File: src/sipo_map.vh
// constants of the serial-in parallel-out latch block
// assumes inclusion by sipo_latch.v only
//
// Function
// - eight shift stages feed eight storage bits
// - storage bits drive eight three-state outputs
// - separate shift clock and storage clock
// - both registers change on rising edges
// - clear overrides clock, serial in, cascade out
// - common clocks: storage lags one pulse
// - enable high forces all eight parallel outputs high-impedance; cascade output stays driven
// - clear low zeroes stages and cascade output
// - shift edge: stage takes previous, first takes input
// - storage edge loads all eight stages
`ifndef SIPO_MAP_VH
`define SIPO_MAP_VH
`define SIPO_WIDTH       8
`define SIPO_FIFO_DEPTH  32
`define SIPO_RESET_VAL   8'h00
`define SIPO_LAST_STAGE  7
`endif

File: src/sipo_fifo.v
// small fifo holding captured parallel words
// assumes a single clock and an active low async reset
`timescale 1ns/1ps
module sipo_fifo #(
    parameter WIDTH = 8,
    parameter DEPTH = 32,
    parameter AW    = 5
) (
    input  wire             i_core_clk,
    input  wire             i_arst_n,
    input  wire             i_in_valid,
    output wire             o_in_ready,
    input  wire [WIDTH-1:0] i_in_data,
    output reg              o_out_valid,
    input  wire             i_out_ready,
    output reg  [WIDTH-1:0] o_out_data
);
    reg [WIDTH-1:0] mem [0:DEPTH-1];
    reg [AW:0]      wr_q;
    reg [AW:0]      rd_q;
    wire            full;
    wire            empty;
    wire            pop;
    wire            push;

    assign full       = (wr_q[AW-1:0] == rd_q[AW-1:0]) && (wr_q[AW] != rd_q[AW]);
    assign empty      = (wr_q == rd_q);
    assign o_in_ready = ~full;
    assign push       = i_in_valid & ~full;
    // read data comes out of a register; refill it whenever it drains
    assign pop        = ~empty & (~o_out_valid | i_out_ready);

    always @(posedge i_core_clk) begin
        if (push) begin
            mem[wr_q[AW-1:0]] <= i_in_data;
        end
    end

    always @(posedge i_core_clk or negedge i_arst_n) begin
        if (!i_arst_n) begin
            wr_q        <= {(AW+1){1'b0}};
            rd_q        <= {(AW+1){1'b0}};
            o_out_valid <= 1'b0;
            o_out_data  <= {WIDTH{1'b0}};
        end else begin
            if (push) begin
                wr_q <= wr_q + 1'b1;
            end
            if (pop) begin
                rd_q        <= rd_q + 1'b1;
                o_out_data  <= mem[rd_q[AW-1:0]];
                o_out_valid <= 1'b1;
            end else if (i_out_ready) begin
                o_out_valid <= 1'b0;
            end
        end
    end
endmodule // sipo_fifo

File: src/sipo_latch.v
// serial-in parallel-out shift register with storage latches
// the five serial pins arrive asynchronously and are synchronised to i_core_clk;
// clock pins are edge-detected, so pin clocks must stay well below core/4
`timescale 1ns/1ps
`include "sipo_map.vh"
module sipo_latch #(
    parameter WIDTH = `SIPO_WIDTH,
    parameter DEPTH = `SIPO_FIFO_DEPTH
) (
    input  wire             i_core_clk,
    input  wire             i_arst_n,
    input  wire             i_shift_data_in,
    input  wire             i_shift_clock,
    input  wire             i_storage_clock,
    input  wire             i_shift_clear_n,
    input  wire             i_output_enable_n,
    output reg  [WIDTH-1:0] o_parallel_out,
    output reg  [WIDTH-1:0] o_parallel_oe,
    output reg              o_serial_out,
    output reg              o_word_valid,
    input  wire             i_word_ready,
    output reg  [WIDTH-1:0] o_word_data,
    output reg              o_word_overrun
);
    // ******************************
    // pin synchronisers
    // ******************************
    reg  [4:0] sync1_q;
    reg  [4:0] sync2_q;
    reg        sck_prev_q;
    reg        rck_prev_q;
    wire       ser_s;
    wire       sck_s;
    wire       rck_s;
    wire       clr_n_s;
    wire       oe_n_s;
    wire       sck_rise;
    wire       rck_rise;

    always @(posedge i_core_clk or negedge i_arst_n) begin
        if (!i_arst_n) begin
            sync1_q    <= 5'h00;
            sync2_q    <= 5'h00;
            sck_prev_q <= 1'b0;
            rck_prev_q <= 1'b0;
        end else begin
            sync1_q    <= {i_output_enable_n, i_shift_clear_n, i_storage_clock,
                           i_shift_clock, i_shift_data_in};
            sync2_q    <= sync1_q;
            sck_prev_q <= sync2_q[1];
            rck_prev_q <= sync2_q[2];
        end
    end

    assign ser_s    = sync2_q[0];
    assign sck_s    = sync2_q[1];
    assign rck_s    = sync2_q[2];
    assign clr_n_s  = sync2_q[3];
    assign oe_n_s   = sync2_q[4];
    // rising edge of a synchronised pin level against its previous sample
    function rise_of;
        input level;
        input prev;
        begin
            rise_of = level & ~prev;
        end
    endfunction

    assign sck_rise = rise_of(sck_s, sck_prev_q);
    assign rck_rise = rise_of(rck_s, rck_prev_q);

    // ******************************
    // shift and storage registers
    // ******************************
    reg  [WIDTH-1:0] shift_q;
    reg  [WIDTH-1:0] store_q;
    wire [WIDTH-1:0] shift_d;

    // stage 0 takes serial input, each later stage its predecessor
    genvar g;
    generate
        for (g = 0; g < WIDTH; g = g + 1) begin : g_stage
            if (g == 0) begin : g_first
                assign shift_d[g] = ser_s;
            end else begin : g_next
                assign shift_d[g] = shift_q[g-1];
            end
        end
    endgenerate

    always @(posedge i_core_clk or negedge i_arst_n) begin
        if (!i_arst_n) begin
            shift_q <= `SIPO_RESET_VAL;
        end else if (!clr_n_s) begin
            shift_q <= {WIDTH{1'b0}};
        end else if (sck_rise) begin
            shift_q <= shift_d;
        end
    end

    // storage samples the pre-edge stages, so a shared clock lags by one pulse
    always @(posedge i_core_clk or negedge i_arst_n) begin
        if (!i_arst_n) begin
            store_q <= `SIPO_RESET_VAL;
        end else if (rck_rise) begin
            store_q <= shift_q;
        end
    end

    // ******************************
    // pin outputs
    // ******************************
    always @(posedge i_core_clk or negedge i_arst_n) begin
        if (!i_arst_n) begin
            o_parallel_out <= `SIPO_RESET_VAL;
            o_parallel_oe  <= {WIDTH{1'b0}};
            o_serial_out   <= 1'b0;
        end else begin
            o_parallel_out <= store_q;
            o_parallel_oe  <= {WIDTH{~oe_n_s}};
            // clear zeroes the cascade bit in the same cycle as the stages
            o_serial_out   <= clr_n_s ? shift_q[WIDTH-1] : 1'b0;
        end
    end

    // ******************************
    // capture fifo of stored words
    // ******************************
    wire            fifo_ready;
    wire            fifo_valid;
    wire [WIDTH-1:0] fifo_data;
    reg             push_q;

    always @(posedge i_core_clk or negedge i_arst_n) begin
        if (!i_arst_n) begin
            push_q         <= 1'b0;
            o_word_overrun <= 1'b0;
        end else begin
            push_q <= rck_rise;
            // a word lost to a full fifo is flagged until reset
            if (push_q && !fifo_ready) begin
                o_word_overrun <= 1'b1;
            end
        end
    end

    sipo_fifo #(
        .WIDTH (WIDTH),
        .DEPTH (DEPTH),
        .AW    ($clog2(DEPTH))
    ) u_fifo (
        .i_core_clk  (i_core_clk),
        .i_arst_n    (i_arst_n),
        .i_in_valid  (push_q),
        .o_in_ready  (fifo_ready),
        .i_in_data   (store_q),
        .o_out_valid (fifo_valid),
        .i_out_ready (i_word_ready | ~o_word_valid),
        .o_out_data  (fifo_data)
    );

    always @(posedge i_core_clk or negedge i_arst_n) begin
        if (!i_arst_n) begin
            o_word_valid <= 1'b0;
            o_word_data  <= `SIPO_RESET_VAL;
        end else if (i_word_ready || !o_word_valid) begin
            o_word_valid <= fifo_valid;
            o_word_data  <= fifo_data;
        end
    end
endmodule // sipo_latch

File: config.mk
export PLATFORM = sky130hd
export DESIGN_NAME = sipo_latch
export DESIGN_NICKNAME = d
export VERILOG_FILES = /design/src/sipo_fifo.v /design/src/sipo_latch.v
export VERILOG_INCLUDE_DIRS = /design/src
export SDC_FILE = /design/constraint.sdc
export NUM_CORES = 1
export LEC_CHECK = 0
export ABC_AREA = 1
export BUFFER_PORTS_ARGS = -buffer_cell sky130_fd_sc_hd__buf_2
export CAP_MARGIN = 0
export CORE_MARGIN = 5
export CORE_UTILIZATION = 45
export CTS_CLUSTER_DIAMETER = 200
export DETAILED_ROUTE_END_ITERATION = 8
export PLACE_DENSITY_LB_ADDON = 0.1
export SYNTH_ARGS = -nofsm -noshare
export SYNTH_HDL_FRONTEND = slang
export SYNTH_SLANG_ARGS = --single-unit
File: constraint.sdc
create_clock -name i_core_clk -period 2.9 [get_ports i_core_clk]
set_clock_uncertainty 0.1 [all_clocks]
set_input_delay 0.58 -clock i_core_clk [delete_from_list [all_inputs] [get_ports i_core_clk]]
set_output_delay 0.58 -clock i_core_clk [all_outputs]
set_load 0.1 [all_outputs]
==> reports/metrics.cfg, run 1 <==
[synth]
yosysSeqAreaShare_pct=70.39
synth_nets=1268
ys_seq_elements=326
yosysUniqueCellTypes=26
syn_area_mm2=0.01341
syn_inst=1255
yosys_warnings=0
synth_area_per_cell_um2=10.68

[global_route]
grt_usage_pct=19.19
grt_pass1_wl_um=49390
grt_pass1_vias=8542
antenna_found_initial=0
grt-ovfl-total=0
grt_max_degree=137

[routing]
wl_per_cell_um=18.48
drtAntennaViolNets=0
wl_um=31470
drt_iter0_drc=706
vias_per_cell=5.077
vias=8646
drt-pass1-iter-count=7
drc_errors=0

[pwr]
power.switching_mw=5.493
powerDensity_mw_per_mm2=964.6
p_int_mw=9.100
p_clk_share_pct=29.0
irDropWorstVdd_mv=0.5451
p_leak_nw=6.008
swShare_pct=37.64
comb_power_share_pct=33.1
p_total_mw=14.59
pwr-share-seq_pct=38.0

[sta]
period_share_pct=85.34
setup-tns-final_ns=0
fmax_mhz=404.1
final_max_slew_viol_count=0
worstMarginPinSlew_ns=0.7919
whs_ns=0.06432
slew_headroom_pct=47.01
rsz0062_at_grt=false
worst_slack_ns=0.4252
setup_violations=0
fin_crit_ns=2.475
hold_viol_final=0

[die]
io_pins=35
core_area_mm2=0.02956
die_width_um=182.6
fp.dieH_um=182.6
start_util_pct=45.36
die_area_mm2=0.03335
rows=63

[flow_run]
cap_violations=0

[layout]
areaGrowthSynthToFinish_pct=12.82
final_design_area_no_fill_mm2=0.01513
seq_area_mm2=0.009444
nFillCells=2697
antenna_cells=0
layout_commonest_cell=nand2_1
multi_input_area_mm2=0.003373
final_cell_mix=nand2_1 (413), edfxtp_1 (256), nor2_1 (149), nand3_1 (128), dfrtp_1 (68)
drive_gt1_share_pct=9.139
finalNetCount=1300

[min_path]
hold_depth=1
hold_path_end=sync1_q[2]
hp-start=i_storage_clock
hp-class=primary input to register

[worst_setup_path]
crit_type=register to register
crit_cells=10
crit_top_cell=nand2_1
start_kind=register
r2r_slack_ns=0.43
r2r_start=u_fifo.wr_q[1]
worstPathCellList=inv_1 -> nand2_1 -> nand2_1 -> a21oi_2 -> nand2_1 -> nor2_2 -> nand2_2 -> nand2_2 -> buf_4 -> nor2_1
cp-end-kind=register
crit_buf_inv=2
cp_data_required_time_ns=2.95
slowest_delay_ns=0.54
cp_slowest_cell=nor2_1
cp_top_family=simple AND/OR/NAND/NOR gates
cp_max_fo=12
crit_arrival_ns=2.52
rr_worst_depth=10
crit-reg2reg-capture=u_fifo.mem[27][5]

[clocking]
cts_max_path_buffers=3
clock-sinks=326
tritoncts=done
clock_latency_ns=0.52
cts_max_level=2
cts_root_buf=clkbuf_16
cts_inserted_buffers=36
cts_resized=0
path_clk_slew_ns=0.06

[placed_design]
place.gp.congestion=0.8592
place_area_mm2=0.01402
pre_cts_slack_ns=0.3986
io_buffer_count=34
dp_hpwl_um=18730

[outcome]
status=finished, final reports clean

==> per-layer routing <==
metal / wire (um) / GRT usage (%) / vias to the layer above
li1: - / - / 4228
met1: 14280 / 27.57 / 4155
met2: 14910 / 30.77 / 213
met3: 1479 / 2.691 / 50
met4: 794 / 5.554 / 0
met5: 0 / 0 / -
==> what timing repair did <==
item | 4_1_cts | 5_1_grt
hold endpoints to repair | 30 | 0
hold buffers | 1 | 0
setup buffers | 0 | 0
==> state kept, by name, indices dropped and copies added, names as in the netlist, 5 cells and up <==
| register | cells |
|---|---|
| u_fifo.mem | 256 |
| o_parallel_out | 8 |
| o_word_data | 8 |
| shift_q | 8 |
| store_q | 8 |
| u_fifo.o_out_data | 8 |
| u_fifo.rd_q | 6 |
| u_fifo.wr_q | 6 |
| sync1_q | 5 |
| sync2_q | 5 |
==> worst max-delay path by stage <==
stage | end | from
after detailed placement | u_fifo.mem[7][7] | u_fifo.wr_q[1]
final | u_fifo.mem[27][5] | u_fifo.wr_q[1]
after CTS | u_fifo.mem[7][3] | u_fifo.wr_q[1]
after global placement | u_fifo.mem[7][4] | u_fifo.wr_q[1]
after global routing | u_fifo.mem[27][7] | u_fifo.wr_q[1]
after floorplan | u_fifo.mem[15][0] | u_fifo.rd_q[1]
==> per-stage QoR <==
step	utilization, %	cells
after floorplan	-	1255
after CTS	51.18	1703
after global routing	51.18	1703
after global placement	47.42	1638
after detailed placement	47.42	1638
final	51.18	1703
==> synthesized netlist by cell type <==
cell,n,area share [%]
a21oi_1,17,0.63
nand2_1,413,12
clkinv_1,4,0.11
buf_2,27,1.0
buf_4,13,0.73
a21oi_2,1,0.065
o21ai_0,57,2.1
edfxtp_1,256,57
a31o_2,1,0.065
nor2_1,149,4.2
nor2_2,1,0.047
buf_6,2,0.17
xor2_1,9,0.59
clkbuf_1,23,0.64
dfrtp_1,70,13
or2_2,1,0.047
xnor2_1,2,0.13
nor4_1,1,0.047
inv_1,55,1.5
buf_1,7,0.20
nand2_2,2,0.093
ha_1,5,0.47
inv_2,2,0.056
nand3_1,128,4.8
o21ai_1,1,0.037
nor3_1,8,0.30
==> area by class of cell <==
class,count,share of cell area [%]
Multi-Input combinational cell,796,22.30
Timing Repair Buffer,66,3.242
Clock buffer,57,6.674
Clock inverter,7,0.6120
Sequential cell,326,62.43
Inverter,61,1.522
Tap cell,390,3.226
==> worst reg2reg max path, cell delays in order, from the launching register on <==
cell and delay (ns):
dfrtp_1 0.44, inv_1 0.15, nand2_1 0.07, nand2_1 0.07, a21oi_2 0.04, nand2_1 0.08
nor2_2 0.04, nand2_2 0.12, nand2_2 0.19, buf_4 0.25, nor2_1 0.55
==> cells by family (layout without fill, tap and decap cells) <==
logic type      Yosys count  in the layout  share of synthesized area [%]
simple gates            703            703                          21.04
flops                   326            326                          70.39
buf+inv                 133            191                          4.451
compound gates           77             77                          2.930
xor+xnor                 11             11                         0.7185
fa+ha+maj                 5              5                         0.4665
==> power by group through the flow <==
stage / clock network (mW) / logic (mW) / registers (mW)
floorplan: 0 / 3.01 / 6.06
global placement: 0 / 4.85 / 5.63
detailed placement: 0 / 4.86 / 5.63
CTS: 4.34 / 4.88 / 5.54
global route: 4.56 / 5.35 / 5.57
finish: 4.23 / 4.83 / 5.54
Note: power is estimated with default switching activity, not from simulation.
==> run 2, diff against run 1 <==
- CORE_UTILIZATION: 45 -> 35
==> reports/metrics.cfg, run 2 (same netlist as run 1, synthesis figures left out) <==
[die]
core_area_mm2=0.03776  ; +28%
die_width_um=205.7  ; +13%
start_util_pct=35.52  ; -9.8 points
die_area_mm2=0.04233  ; +27%
rows=71  ; +13%
io_pins=35  ; unchanged
fp.dieH_um=205.7  ; +13%

[layout]
nFillCells=3714  ; +38%
drive_gt1_share_pct=10.33  ; +1.2 points
finalNetCount=1302  ; +0.15%
areaGrowthSynthToFinish_pct=15.62
layout_commonest_cell=nand2_1
final_cell_mix=nand2_1 (413), edfxtp_1 (256), nor2_1 (149), nand3_1 (128), dfrtp_1 (68)
antenna_cells=0  ; unchanged
largest_reg_flops=256  ; unchanged

[global_route]
grt_max_degree=125  ; -8.8%
antenna_found_initial=1  ; +1
grt_usage_pct=17.16  ; -2.0 points
grt-ovfl-total=0  ; unchanged
grt_pass1_wl_um=54470  ; +10%
grt_pass1_vias=8726  ; +2.2%

[min_path]
hp-class=primary input to register

[worst_setup_path]
cp_slowest_cell=nor2_1
cp_top_family=simple AND/OR/NAND/NOR gates
cp_max_fo=16  ; +4
cp-end-kind=register
crit_arrival_ns=2.63  ; +0.11 ns
crit_type=register to register
crit_buf_inv=2  ; unchanged
slowest_delay_ns=0.62  ; +0.08 ns
crit_top_cell=nand2_1
cp_data_required_time_ns=2.97  ; +0.02 ns
start_kind=register
worstPathCellList=inv_1 -> nand2_1 -> nand2_1 -> a21oi_2 -> nand2_1 -> nor2_2 -> nand2_2 -> nand2_2 -> buf_12 -> nor2_1

[routing]
drc_errors=0  ; unchanged
wl_per_cell_um=19.46  ; +5.3%
vias=8659  ; +0.15%
drtAntennaViolNets=0  ; unchanged
vias_per_cell=4.737  ; -6.7%
wl_um=35570  ; +13%
drt-pass1-iter-count=5  ; -2
drt_iter0_drc=648  ; -8.2%

[placed_design]
place.gp.congestion=0.8102  ; -5.7%
io_buffer_count=34  ; unchanged
dp_hpwl_um=22460  ; +20%
pre_cts_slack_ns=0.3604  ; -0.03815 ns

[sta]
worst_slack_ns=0.3438  ; -0.08139 ns
period_share_pct=88.14  ; +2.8 points
hold_viol_final=0  ; unchanged
setup-tns-final_ns=0  ; unchanged
worstMarginPinSlew_ns=0.8903  ; +0.09841 ns
slew_headroom_pct=40.43  ; -6.6 points
setup_violations=0  ; unchanged
fin_crit_ns=2.556  ; +0.08139 ns
fmax_mhz=391.2  ; -3.2%
rsz0062_at_grt=false
final_max_slew_viol_count=0  ; unchanged

[clocking]
clock_latency_ns=0.55  ; +0.03 ns
path_clk_slew_ns=0.06  ; about the same
cts_resized=0  ; unchanged
cts_max_level=2  ; unchanged
tritoncts=done
cts_max_path_buffers=3  ; unchanged
cts_root_buf=clkbuf_16
clock-sinks=326  ; unchanged
cts_inserted_buffers=37  ; +2.8%

[pwr]
p_leak_nw=6.129  ; +2.0%
powerDensity_mw_per_mm2=1003  ; +4.0%
irDropWorstVdd_mv=0.7975  ; +46%

[outcome]
status=finished, final reports clean

[flow_run]
cap_violations=0  ; unchanged

[run 2: metrics by stage]
step	cells	power [mW]	hold slack (ns)	util [%]	instance area [um^2]
after floorplan	1255	9.070	0.1844	-	13410
after global placement	1760	10.71	0.2337	37.54	14170
after detailed placement	1760	10.71	0.2385	37.54	14170
after CTS	1828	15.76	0.002255	41.06	15500
after global routing	1828	16.45	0.01840	41.06	15500
final	1828	15.55	0.03773	41.06	15500
[run 2: final cells by class]
class	count	area [um^2]	share of cell area, %
timing repair buffer	67	498.0	3.212
sequential	326	9444	60.92
multi-input combinational	796	3373	21.76
tap	511	639.4	4.124
clock inverter	21	277.8	1.792
inverter	61	230.2	1.485
clock buffer	46	1041	6.715
[run 2: worst register-to-register path: cells and delay by family, from the launching register on]
family | cells | cell delay (ns)
AO/OA/AOI/OAI | 1 | 0.04
AND/OR/NAND/NOR | 7 | 1.21
flip-flops | 1 | 0.45
buffers and inverters | 2 | 0.38
[run 2: path summary, 6_finish.rpt]
check / slack, ns / from / endpoint / cells past startpoint
max in group asynchronous: 1.64 / i_arst_n / o_word_valid / 3
worst min-delay path: 0.04 / i_shift_clear_n / sync1_q[3] / 1
worst max register to register: 0.34 / u_fifo.wr_q[1] / u_fifo.mem[25][3] / 10
worst min register to register: 0.25 / sync1_q[1] / sync2_q[1] / 0
min in group asynchronous: 0.49 / i_arst_n / sync1_q[1] / 2
worst max-delay path: 0.34 / u_fifo.wr_q[1] / u_fifo.mem[25][3] / 10
[run 2: metal layers]
metal / global-route usage [%] / vias to the layer above / share of wire (%)
met4: 5.885 / 2 / 2.5
met1: 24.34 / 4202 / 47
met2: 26.68 / 163 / 46
li1: - / 4237 / -
met5: 0 / - / 0.037
met3: 3.136 / 55 / 4.7
[run 2: power by group]
| group | internal [mW] | switching, mW | total (mW) |
|---|---|---|---|
| Combinational | 1.26 | 3.68 | 4.95 |
| Clock | 3.09 | 1.91 | 5.00 |
| Sequential | 5.35 | 0.254 | 5.60 |
[run 2: repair_timing]
action	4_1_cts	5_1_grt
hold buffers	1	0
hold endpoints to repair	42	0
setup buffers	0	0
==> run 3, diff against run 2 <==
- CORE_UTILIZATION: 35 -> 62
- CTS_CLUSTER_SIZE: default -> 25
==> reports/metrics.cfg, run 3 (same netlist as run 1, synthesis figures left out) <==
[worst_setup_path]
r2r_slack_ns=0.43  ; +0.08 ns
cp_slowest_cell=nor3_1
r2r_start=u_fifo.rd_q[0]
cp-end-kind=register
cp_max_fo=18  ; +2
rr_worst_depth=8  ; -2
crit_arrival_ns=2.51  ; -0.12 ns
worstPathCellList=clkinv_2 -> nand2_1 -> a21oi_2 -> nand2_1 -> nor2_2 -> nand2_2 -> nand2_2 -> nor3_1
crit-reg2reg-capture=u_fifo.mem[15][4]
crit_type=register to register
crit_buf_inv=1  ; -1
cp_top_family=simple AND/OR/NAND/NOR gates
start_kind=register
crit_start=u_fifo.rd_q[0]
slowest_delay_ns=0.84  ; +0.22 ns
cp_data_required_time_ns=2.93  ; -0.04 ns

[clocking]
hold_buffers=0  ; -1
cts_root_buf=clkbuf_16
cts_setup_buffers=0  ; unchanged
cts_max_path_buffers=3  ; unchanged
cts_inserted_buffers=17  ; -54%
path_clk_slew_ns=0.09  ; +0.03 ns
tritoncts=done
clock_latency_ns=0.51  ; -0.04 ns
cts_max_level=1  ; -1
clock-sinks=326  ; unchanged
cts_resized=0  ; unchanged

[die]
rows=53  ; -25%
io_pins=35  ; unchanged
start_util_pct=63.39  ; +28 points
die_area_mm2=0.02467  ; -42%
fp.dieH_um=157.1  ; -24%
die_width_um=157.1  ; -24%
core_area_mm2=0.02115  ; -44%

[pwr]
power.switching_mw=5.143  ; -12%
irDropWorstVdd_mv=0.6091  ; -24%
p_leak_nw=5.648  ; -7.8%
powerDensity_mw_per_mm2=898.9  ; -10%
pwr-share-seq_pct=43.8  ; +7.8 points
comb_power_share_pct=36.5  ; +4.7 points
swShare_pct=40.15  ; +2.6 points
p_total_mw=12.81  ; -18%
p_int_mw=7.667  ; -21%
p_clk_share_pct=19.6  ; -13 points

[sta]
worstMarginPinSlew_ns=1.098  ; +0.2081 ns
rsz0062_at_grt=false
final_max_slew_viol_count=0  ; unchanged
setup_violations=0  ; unchanged
worst_slack_ns=0.4252  ; +0.08135 ns
setup-tns-final_ns=0  ; unchanged
slew_headroom_pct=26.21  ; -14 points
fmax_mhz=404.1  ; +3.3%
hold_viol_final=0  ; unchanged
fin_crit_ns=2.475  ; -0.08135 ns
period_share_pct=85.34  ; -2.8 points

[global_route]
grt-ovfl-total=0  ; unchanged
grt_pass1_wl_um=45480  ; -16%
grt_pass1_vias=8229  ; -5.7%
grt_usage_pct=24.11  ; +7.0 points
grt_max_degree=125  ; unchanged
antenna_found_initial=0  ; -1

[placed_design]
place.gp.congestion=0.8887  ; +9.7%
place_area_mm2=0.01377  ; -2.9%
io_buffer_count=34  ; unchanged
dp_hpwl_um=18110  ; -19%
pre_cts_slack_ns=0.4338  ; +0.07335 ns

[routing]
wl_um=29520  ; -17%
vias_per_cell=5.651  ; +19%
drt-pass1-iter-count=6  ; +1
wl_per_cell_um=19.15  ; -1.6%
drtAntennaViolNets=0  ; unchanged
vias=8708  ; +0.57%
drc_errors=0  ; unchanged
drt_iter0_drc=1022  ; +58%

[flow_run]
cap_violations=0  ; unchanged

[layout]
areaGrowthSynthToFinish_pct=6.280
nFillCells=1620  ; -56%
multi_input_area_mm2=0.003373  ; unchanged
final_design_area_no_fill_mm2=0.01425  ; -8.1%
antenna_cells=0  ; unchanged
drive_gt1_share_pct=6.793  ; -3.5 points
largest_reg_flops=256  ; unchanged
final_cell_mix=nand2_1 (413), edfxtp_1 (256), nor2_1 (149), nand3_1 (128), dfrtp_1 (68)
seq_area_mm2=0.009444  ; unchanged
finalNetCount=1273  ; -2.2%
layout_commonest_cell=nand2_1

[min_path]
hp-class=primary input to asynchronous set/reset pin

[outcome]
status=finished, final reports clean

run 3: changes by cell type in the layout (fill, tap and decap cells not counted), moves of 2 or more:
cell / delta
buf_12: -4
buf_4: -4
bufinv_16: -6
clkbuf_1: +5
clkbuf_16: -21
clkbuf_8: -6
clkinv_1: -5
clkinv_2: -6
clkinv_8: -2
run 3: cell type report:
| class | instances | area share, % |
|---|---|---|
| sequential | 326 | 66.27 |
| multi-input combinational | 796 | 23.67 |
| clock buffer | 24 | 3.169 |
| timing repair buffer | 58 | 2.651 |
| tap | 275 | 2.414 |
| inverter | 61 | 1.615 |
| clock inverter | 1 | 0.2107 |
run 3: power by group through the flow:
stage | logic [mW] | registers [mW] | clock network (mW)
6_report | 4.68 | 5.62 | 2.51
5_1_grt | 5.13 | 5.66 | 2.71
4_1_cts | 4.64 | 5.61 | 2.54
3_5_place_dp | 4.60 | 5.72 | 0
3_3_place_gp | 4.55 | 5.70 | 0
2_1_floorplan | 3.01 | 6.06 | 0
run 3: how the worst max path moves through the flow:
stage / end / slack, ns / depth (start not counted)
detailed placement: u_fifo.mem[15][7] / 0.43 / 8
CTS: u_fifo.mem[21][1] / 0.41 / 9
floorplan: u_fifo.mem[15][0] / 0.64 / 11
global route: u_fifo.mem[21][1] / 0.24 / 9
finish: u_fifo.mem[15][4] / 0.43 / 8
global placement: u_fifo.mem[21][4] / 0.51 / 9
run 3: metrics by stage:
stage	instances	hold WS (ns)	util, %
after global routing	1541	0.06669	67.37
after global placement	1516	0.2330	65.09
final	1541	0.02713	67.37
after CTS	1541	0.04818	67.37
after detailed placement	1516	0.2364	65.09
after floorplan	1255	0.1844	-
run 3: routing by layer:
layer  wire length, um  up-vias  global-route usage [%]
met2             13920      331                   39.04
met4               556        0                   5.776
met5                 0        -                       0
met1             12690     4189                   35.02
met3              2358       43                   3.987
li1                  -     4145                       -
run 3: worst reg2reg max path: cells and delay by family (launching register included):
family	cells	cell delay [ns]
AND/OR/NAND/NOR	6	1.25
buffers and inverters	1	0.12
AO/OA/AOI/OAI	1	0.07
flip-flops	1	0.57
